[src/ptts_defines.vh]
// Constants for the package thermal telemetry service block
`ifndef PTTS_DEFINES_VH
`define PTTS_DEFINES_VH

// Service select codes
`define PTTS_SVC_WAKE_WR 4'h0
`define PTTS_SVC_WAKE_RD 4'h1
`define PTTS_SVC_RUNTIME 4'h2
`define PTTS_SVC_PKGTEMP 4'h3
`define PTTS_SVC_CORETEMP 4'h4
`define PTTS_SVC_TARGET 4'h5
`define PTTS_SVC_THSTAT 4'h6
`define PTTS_SVC_AVG_WR 4'h7
`define PTTS_SVC_AVG_RD 4'h8
`define PTTS_SVC_THTIME 4'h9
`define PTTS_SVC_ILIMIT 4'ha

// Completion codes
`define PTTS_CC_OK 8'h40
`define PTTS_CC_TIMEOUT 8'h82
`define PTTS_CC_BADPARAM 8'h90
`define PTTS_CC_FAIL 8'h90

// Thermal status word field positions
`define PTTS_ST_TCC 0
`define PTTS_LOG_TCC 1
`define PTTS_ST_HOT 2
`define PTTS_LOG_HOT 3
`define PTTS_ST_CRIT 4
`define PTTS_LOG_CRIT 5
// Mask bits allowed to be zero (log bit positions)
`define PTTS_LOG_LEGAL 32'h0000002a

// Reset values and averaging constant maximum
`define PTTS_AVG_RESET 4'h4
`define PTTS_AVG_MAX 4'h8
`define PTTS_ILIM_RESET 13'h0438

// Timing
`define PTTS_TICK_NS 1000000
`define PTTS_CLK_NS 100
`define PTTS_TICK_CYC (`PTTS_TICK_NS / `PTTS_CLK_NS)

`endif

[src/ptts_top.v]
// Package thermal telemetry service logic
`include "ptts_defines.vh"
`timescale 1ns/1ps
module ptts_top #(
  parameter NCORE = 8,
  parameter TICK_CYC = `PTTS_TICK_CYC
) (
  input wire clk_sys, // System clock, 10 MHz
  input wire nrst, // Processor reset, active low
  input wire cmdValid, // Service request strobe
  input wire [3:0] cmdSvc, // Service select
  input wire [31:0] cmdParam, // Core select or clear mask
  input wire [31:0] cmdWdata, // Write data
  input wire cmdIsConfig, // Request is a config read/write command
  input wire pkgLowPower, // Package in C3 or deeper (pin)
  input wire cpuExecuting, // Processor executing (pin)
  input wire tccActive, // Thermal control activation (pin)
  input wire tccRamp, // Ramping back after activation (pin)
  input wire hotExternal, // Bidir hot signal driven externally (pin)
  input wire hotAsserted, // Bidir hot signal asserted (pin)
  input wire critTemp, // Critical temperature (pin)
  input wire [15:0] pkgTempIn, // Hottest die instantaneous temperature
  input wire [15:0] coreTempIn, // Selected core sensor temperature
  input wire [15:0] agentTempIn, // System agent temperature
  input wire [7:0] tjmaxIn, // Max junction temperature, deg C
  input wire [7:0] fanThreshIn, // Fan threshold, interface format
  input wire [12:0] ilimIn, // Current limit from supply logic
  output reg [3:0] coreSel_q, // Core select to sensor mux
  output reg rspValid_q, // Response strobe
  output reg [7:0] rspCode_q, // Completion code
  output reg [31:0] rspData_q, // Response data
  output reg popUpC2_q, // Request package pop-up to C2
  output reg [3:0] avgConst_q // Averaging constant to filter
);
  // ********************************
  // Reset and pin synchronisers
  // ********************************
  reg [1:0] rstSync_q;
  wire rstN;
  reg [6:0] pinA_q;
  reg [6:0] pinB_q;
  wire lowPwr, exec, thermal_control_activation, ramp, hotExt, hot, crit;

  always @(posedge clk_sys or negedge nrst) begin
    if (!nrst) begin
      rstSync_q <= 2'b00;
    end else begin
      rstSync_q <= {rstSync_q[0], 1'b1};
    end
  end
  assign rstN = rstSync_q[1];

  always @(posedge clk_sys or negedge rstN) begin
    if (!rstN) begin
      pinA_q <= 7'h00;
      pinB_q <= 7'h00;
    end else begin
      pinA_q <= {pkgLowPower, cpuExecuting, tccActive, tccRamp, hotExternal, hotAsserted,
                 critTemp};
      pinB_q <= pinA_q;
    end
  end
  assign {lowPwr, exec, thermal_control_activation, ramp, hotExt, hot, crit} = pinB_q;

  // ********************************
  // Millisecond tick and counters
  // ********************************
  wire msTick;
  reg [31:0] runTime_q;
  reg [31:0] thTime_q;
  reg [15:0] coreTemp_q;
  reg [15:0] agentTemp_q;

  ptts_ms_timer #(.TICK_CYC(TICK_CYC)) uTimer (
    .clk_sys(clk_sys),
    .rstN(rstN),
    .tick_q(msTick)
  );

  always @(posedge clk_sys or negedge rstN) begin
    if (!rstN) begin
      runTime_q <= 32'h00000000;
      thTime_q <= 32'h00000000;
      coreTemp_q <= 16'h0000;
      agentTemp_q <= 16'h0000;
    end else if (msTick) begin
      if (exec)
        runTime_q <= runTime_q + 32'h00000001;
      if ((thermal_control_activation || ramp) && !hotExt)
        thTime_q <= thTime_q + 32'h00000001;
      coreTemp_q <= coreTempIn;
      agentTemp_q <= agentTempIn;
    end
  end

  // ********************************
  // Thermal status logs
  // ********************************
  reg [2:0] stPrev_q;
  reg [2:0] log_q;
  wire [2:0] stNow;
  wire [2:0] rise;
  wire [2:0] keep;
  wire stRead;
  wire maskBad;

  assign stNow = {crit, hot, thermal_control_activation};
  assign rise = stNow & ~stPrev_q;
  assign stRead = cmdValid && (cmdSvc == `PTTS_SVC_THSTAT);
  assign maskBad = ((~cmdParam) & ~`PTTS_LOG_LEGAL) != 32'h00000000;
  assign keep = (stRead && !maskBad) ?
    {cmdParam[`PTTS_LOG_CRIT], cmdParam[`PTTS_LOG_HOT], cmdParam[`PTTS_LOG_TCC]} :
    3'b111;

  always @(posedge clk_sys or negedge rstN) begin
    if (!rstN) begin
      stPrev_q <= 3'b000;
      log_q <= 3'b000;
    end else begin
      stPrev_q <= stNow;
      log_q <= (log_q & keep) | rise;
    end
  end

  // ********************************
  // Service decode and response
  // ********************************
  reg wake_q;
  reg [12:0] ilim_q;
  reg [31:0] dataD;
  reg [7:0] codeD;
  wire [31:0] stWord;

  assign stWord = {26'h0000000, log_q[2], stNow[2], log_q[1], stNow[1], log_q[0], stNow[0]};

  always @* begin
    dataD = 32'h00000000;
    codeD = `PTTS_CC_OK;
    case (cmdSvc)
      `PTTS_SVC_WAKE_WR: dataD = 32'h00000000;
      `PTTS_SVC_WAKE_RD: dataD = {31'h00000000, wake_q};
      `PTTS_SVC_RUNTIME: dataD = runTime_q;
      `PTTS_SVC_PKGTEMP: dataD = {16'h0000, pkgTempIn};
      `PTTS_SVC_CORETEMP: begin
        if (cmdParam > NCORE)
          codeD = `PTTS_CC_BADPARAM;
        else if (cmdParam == NCORE)
          dataD = {16'h0000, agentTemp_q};
        else
          dataD = {16'h0000, coreTemp_q};
      end
      `PTTS_SVC_TARGET: dataD = {8'h00, tjmaxIn, fanThreshIn, 8'h00};
      `PTTS_SVC_THSTAT: begin
        if (maskBad)
          codeD = `PTTS_CC_FAIL;
        dataD = stWord;
      end
      `PTTS_SVC_AVG_WR: dataD = 32'h00000000;
      `PTTS_SVC_AVG_RD: dataD = {28'h0000000, avgConst_q};
      `PTTS_SVC_THTIME: dataD = thTime_q;
      `PTTS_SVC_ILIMIT: dataD = {19'h00000, ilim_q};
      default: codeD = `PTTS_CC_BADPARAM;
    endcase
    if (cmdIsConfig && lowPwr && !wake_q) begin
      codeD = `PTTS_CC_TIMEOUT;
      dataD = 32'h00000000;
    end
  end

  always @(posedge clk_sys or negedge rstN) begin
    if (!rstN) begin
      wake_q <= 1'b0;
      avgConst_q <= `PTTS_AVG_RESET;
      ilim_q <= `PTTS_ILIM_RESET;
      coreSel_q <= 4'h0;
      rspValid_q <= 1'b0;
      rspCode_q <= 8'h00;
      rspData_q <= 32'h00000000;
      popUpC2_q <= 1'b0;
    end else begin
      ilim_q <= ilimIn;
      rspValid_q <= cmdValid;
      popUpC2_q <= cmdValid && cmdIsConfig && lowPwr && wake_q;
      if (cmdValid) begin
        rspCode_q <= codeD;
        rspData_q <= dataD;
        if (cmdSvc == `PTTS_SVC_CORETEMP)
          coreSel_q <= cmdParam[3:0];
        if (cmdSvc == `PTTS_SVC_WAKE_WR)
          wake_q <= cmdWdata[0];
        if (cmdSvc == `PTTS_SVC_AVG_WR && cmdWdata[3:0] <= `PTTS_AVG_MAX)
          avgConst_q <= cmdWdata[3:0];
      end
    end
  end
endmodule // ptts_top

[src/ptts_ms_timer.v]
// Millisecond tick generator
`include "ptts_defines.vh"
`timescale 1ns/1ps
module ptts_ms_timer #(
  parameter TICK_CYC = `PTTS_TICK_CYC
) (
  input wire clk_sys, // System clock
  input wire rstN, // Synchronised reset, active low
  output reg tick_q // One-cycle pulse each period
);
  reg [23:0] cnt_q;

  always @(posedge clk_sys or negedge rstN) begin
    if (!rstN) begin
      cnt_q <= 24'h000000;
      tick_q <= 1'b0;
    end else if (cnt_q == TICK_CYC - 1) begin
      cnt_q <= 24'h000000;
      tick_q <= 1'b1;
    end else begin
      cnt_q <= cnt_q + 24'h000001;
      tick_q <= 1'b0;
    end
  end
endmodule // ptts_ms_timer

[config.mk]
export PLATFORM = sky130hd
export DESIGN_NAME = ptts_top
export DESIGN_NICKNAME = d
export VERILOG_FILES = /design/src/ptts_top.v /design/src/ptts_ms_timer.v
export VERILOG_INCLUDE_DIRS = /design/src
export SDC_FILE = /design/constraint.sdc
export NUM_CORES = 1
export LEC_CHECK = 0
export BUFFER_PORTS_ARGS = -buffer_cell sky130_fd_sc_hd__buf_2
export CELL_PAD_IN_SITES_DETAIL_PLACEMENT = 1
export CELL_PAD_IN_SITES_GLOBAL_PLACEMENT = 2
export CORE_MARGIN = 2
export CORE_UTILIZATION = 38
export DETAILED_ROUTE_END_ITERATION = 8
export PLACE_DENSITY_LB_ADDON = 0.1
export SETUP_SLACK_MARGIN = 0.02
export SLEW_MARGIN = 30
export SYNTH_ARGS = -nofsm -noshare
export SYNTH_HDL_FRONTEND = slang
export SYNTH_SLANG_ARGS = --single-unit
[constraint.sdc]
create_clock -name clk_sys -period 12.6 [get_ports clk_sys]
set_input_delay 1.26 -clock clk_sys [delete_from_list [all_inputs] [get_ports clk_sys]]
set_output_delay 1.26 -clock clk_sys [all_outputs]
set_load 0.02 [all_outputs]
* Word-level counts from Yosys, hierarchy flattened
Index checks and enable logic that the tools add are counted.
Cells by class: add/sub/neg operators 3, multiplexer cells 11, order comparisons 2, reduce and logical (&&, ||, !) cells 21, bitwise gates (word level) 5, equality and inequality tests 12
Operator list (number):
- $pmux W32 S9 | 1
- $add A32 B1 Y32 const B | 2
- $eq A32 B4 Y1 const B | 1
- $gt A32 B4 Y1 const B | 1
- $mux W16 | 2
- $mux W32 | 1
- $not A32 Y32 | 1
- $reduce_bool A32 Y1 | 1
- $add A24 B1 Y24 const B | 1
- $eq A24 B14 Y1 const B | 1
- $mux W24 | 1
- $mux W8 | 3
- $pmux W8 S3 | 1
- $eq A4 B3 Y1 const B | 4
- $eq A4 B4 Y1 const B | 3
- $reduce_and A2 Y1 | 5
- $logic_and A1 B1 Y1 | 9
- $reduce_or A9 Y1 | 1
- $eq A4 B2 Y1 const B | 2
- $and A3 B3 Y3 | 2
- $eq A4 B1 Y1 const B | 1
- $le A4 B4 Y1 const B | 1
- $logic_not A4 Y1 | 1
- $logic_not A1 Y1 | 3
- 5 further kinds | 5
Storage, ports and cells: bits of input ports 156, output and inout bits 50, flip-flop bits (word level) 207

* Depth between registers and ports, before layout
depth in word-level cells 7, depth in mapped cells 9

* By module
A second synthesis with hierarchy kept.
Second synthesis, totals: cell total of the unflattened synthesis 795, area total of the unflattened synthesis 9158.8 um^2
By module, submodules not included:
- ptts_top | instances 1, cells each 688, sequential area each 4460.5 um^2, area an instance 8012.7 um^2
- ptts_ms_timer | instances 1, cells each 107, sequential area each 625.6 um^2, area an instance 1146.1 um^2

* Worst setup path after synthesis
Ideal clock, no wire load.
kind input -> register, start input port cmdParam[6], end register rspData_q[10], library setup time 0.074 ns, path slack 9.739 ns, arrival 2.787 ns, cell stages on the path 7, buffers on the path 2, cells stage by stage nor4_2 -> nand4_1 -> or4_4 -> or2_1 -> buf_2 -> buf_6 -> o21ai_2
On the way: cells in the longest elaborated chain, start to end 5
RTL lines:
- start, declared | line ptts_top.v:12 | input wire [31:0] cmdParam,
- branches (longest 2 deep; another with $gt A32 B4 Y1)
- $mux W16 (*) | line ptts_top.v:145 | if (cmdParam > NCORE)
- $pmux W32 S9 (*) | line ptts_top.v:139 | case (cmdSvc)
- $mux W32 (*) | line ptts_top.v:164 | if (cmdIsConfig && lowPwr && !wake_q) begin
- end signal, assigned | line ptts_top.v:186 | rspData_q <= dataD;
- end, declared | line ptts_top.v:31 | output reg [31:0] rspData_q,
Every way passes the cells marked *. A chain may end at the register's enable or synchronous reset.

* Worst setup path in the final report
start input port cmdSvc[3], end register rspData_q[0]
On the way: cells in the longest elaborated chain, start to end 3
RTL lines:
- start, declared | line ptts_top.v:11 | input wire [3:0] cmdSvc,
- $eq A4 B4 Y1 (tied with other cells) | line ptts_top.v:139
- $pmux W32 S9 (*) | line ptts_top.v:139
- $mux W32 (*) | line ptts_top.v:164
Every way passes the cells marked *; elsewhere a longest branch is shown, timed or not.

==> flow_metrics.env <==
export IMPL_dp_hpwl_um=18700
export IMPL_final_max_slew_viol_count=0
export IMPL_start_util_pct=38.7
export IMPL_drive_above_1_share_pct=29.5
export IMPL_worstSkewPairLatency_ns=0.51
export IMPL_seq_area_mm2=0.00509
export IMPL_drv_cap=0
export IMPL_grt_max_degree=161
export IMPL_vdd_drop_max_uv=79.6
export IMPL_synth_cells=758
export IMPL_maxSlewHeadroom_pct=42.5
export IMPL_worst_setup_path_start_kind="primary input"
export IMPL_cts_htree_levels=1
export IMPL_hold_viol=0
export IMPL_grt_first_pass_wirelength_um=41100
export IMPL_cts_buffer_depth=3
export IMPL_final_setup_skew_ns=0.0121
export IMPL_layout_commonest_cell="dfrtp_1"
export IMPL_layout_min_cycle_time_ns=3.35
export IMPL_die_h_um=159
export IMPL_grt_overflow_total=0
export IMPL_n_fill_cell=2571
export IMPL_yosys_register_bits=203
export IMPL_worstPathArrival_ns=3.69
export IMPL_drcViolationCount=0
export IMPL_post_cts_buffers=0
export IMPL_max_freq_mhz=298
export IMPL_rows=56
export IMPL_synth_seq_area_share_pct=56.1
export IMPL_wl_um=25700
export IMPL_crit_fanout=32
export IMPL_synth_edf_count=0
export IMPL_cts_inserted_buffers=24
export IMPL_hold_slack_ns=0.321
export IMPL_setup_viol=0
export IMPL_core_area_mm2=0.0235
export IMPL_multi_input_area_mm2=0.00384
export IMPL_gp_congestion=0.831
export IMPL_r2r_start="uTimer.tick_q"
export IMPL_cts_hold_buf=0
export IMPL_ys_types=57
export IMPL_cp_required_ns=12.94
export IMPL_end_kind="flip-flop"
export IMPL_syn_avg_cell_area_um2=12.0
export IMPL_grt_pass1_vias=7395
export IMPL_crit_type="in2reg"
export IMPL_cts_resized=0
export IMPL_ys_flop_type="dfrtp_1"
export IMPL_routedWlPerCell_um=20.2
export IMPL_ys_async_sr_fraction_pct=100
export IMPL_io_pins=206
export IMPL_clk_pin_slew_ns=0.05
export IMPL_die_w_um=159
export IMPL_port_buffers=173
export IMPL_yosys_warnings=0
export IMPL_period_share_pct=26.6
export IMPL_antenna_found_initial=4
export IMPL_drt_initial_drc_count=355
export IMPL_netlist_area_mm2=0.00907
export IMPL_drt_pre_antenna_iters=5
export IMPL_setup_tns_final_ns=0
export IMPL_fin_nets=1092
export IMPL_clock_sinks=203
export IMPL_cts_root_buf="clkbuf_16"
export IMPL_final_antenna_net_count=0
export IMPL_finalPower_mw=1.49
export IMPL_rsz0062_at_grt="false"
export IMPL_powerDensity_mw_per_mm2=134
export IMPL_via_per_inst=5.31
export IMPL_grt_total_usage_pct=21.1
export IMPL_startpoint="cmdSvc[3]"
export IMPL_p_leak_nw=5.32
export IMPL_worst_pin_slew_ns=0.863
export IMPL_via_count=6762
export IMPL_cts_tree="built"
export IMPL_areaGrowthSynthToFinish_pct=22.4
export IMPL_outcome="complete, no violations"
export IMPL_min_path_type="reg2async"
export IMPL_layout_common_cells="dfrtp_1 (197), buf_2 (173), xnor2_1 (58), nand2_1 (47), mux2_2 (40)"
export IMPL_die_area_mm2=0.0251
flip-flops by register name, summed over array words and instances (netlist names), 7 cells and up:
name	count
rspData_q	32
runTime_q	32
thTime_q	32
uTimer.cnt_q	24
agentTemp_q	16
coreTemp_q	16
ilim_q	13
pinA_q	7
pinB_q	7
power by group:
group          switching (mW)  internal [mW]  total [mW]
Sequential             0.0113          0.669       0.680
Clock                   0.267          0.436       0.702
Combinational          0.0650         0.0391       0.104
Total                   0.343           1.14        1.49
final timing paths:
check / depth (start not counted) / slack [ns] / end
worst max register to register: 6 / 9.96 / runTime_q[27]
min in group clk_sys: 0 / 0.35 / pinB_q[0]
worst min register to register: 0 / 0.32 / agentTemp_q[12]
worst max-delay path: 6 / 9.25 / rspData_q[0]
worst min-delay path: 0 / 0.32 / agentTemp_q[12]
max in group asynchronous: 1 / 11.02 / ilim_q[2]
cell type report:
class	instances	share of cell area (%)
clock buffer	40	6.95
tap	319	3.59
antenna	3	0.0676
timing repair buffer	178	8.25
multi-input combinational	519	34.6
inverter	7	0.237
sequential	203	45.8
clock inverter	4	0.428
worst max-delay path: stages:
cell,delay [ns]
buf_2,0.32
nor4_1,0.68
a2111o_1,0.17
buf_4,0.34
or2_1,0.67
o221ai_1,0.24
synthesized netlist by cell type, types with 16 or more instances:
master	instances	share of area, %
xnor2_1	58	5.6
a22oi_1	16	1.3
nand2_1	47	1.9
nand3_1	39	2.2
a22o_1	17	1.6
mux2i_1	25	2.8
and3_1	21	1.4
xor2_1	26	2.5
mux2_2	40	5.0
nor2_1	28	1.2
clkbuf_1	18	0.74
nand4_1	20	1.4
o2bb2ai_1	22	2.1
dfrtp_1	198	55
logic make-up (layout without fill, tap and decap cells):
group           count (synthesis)  count (layout)  share of synthesized area [%]
simple gates                  233             233                           14.0
flops                         203             203                           56.1
compound gates                121             121                           10.7
xor+xnor                       84              84                           8.11
mux                            73              73                           8.72
buf+inv                        39             229                           1.94
fa+ha+maj                       3               3                          0.414
other cells                     2               8                         0.0828
per-stage QoR:
stage | setup slack [ns] | instances | util, % | area (um^2)
after floorplan | 6.53 | 761 | - | 9080
after global placement | 8.94 | 1226 | 43.7 | 10300
after detailed placement | 8.67 | 1226 | 43.8 | 10300
after CTS | 9.20 | 1270 | 47.2 | 11100
after global routing | 9.03 | 1273 | 47.3 | 11100
final | 9.25 | 1273 | 47.3 | 11100
per-layer routing:
metal  up-vias  track usage [%]  wire, um
li1       3108                -         -
met1      3439             29.6     11900
met2       175             33.4     11600
met3        38             4.76      1640
met4         2             5.28       519
met5         -                0        13
No activity file was read; power rests on OpenSTA's default activity.
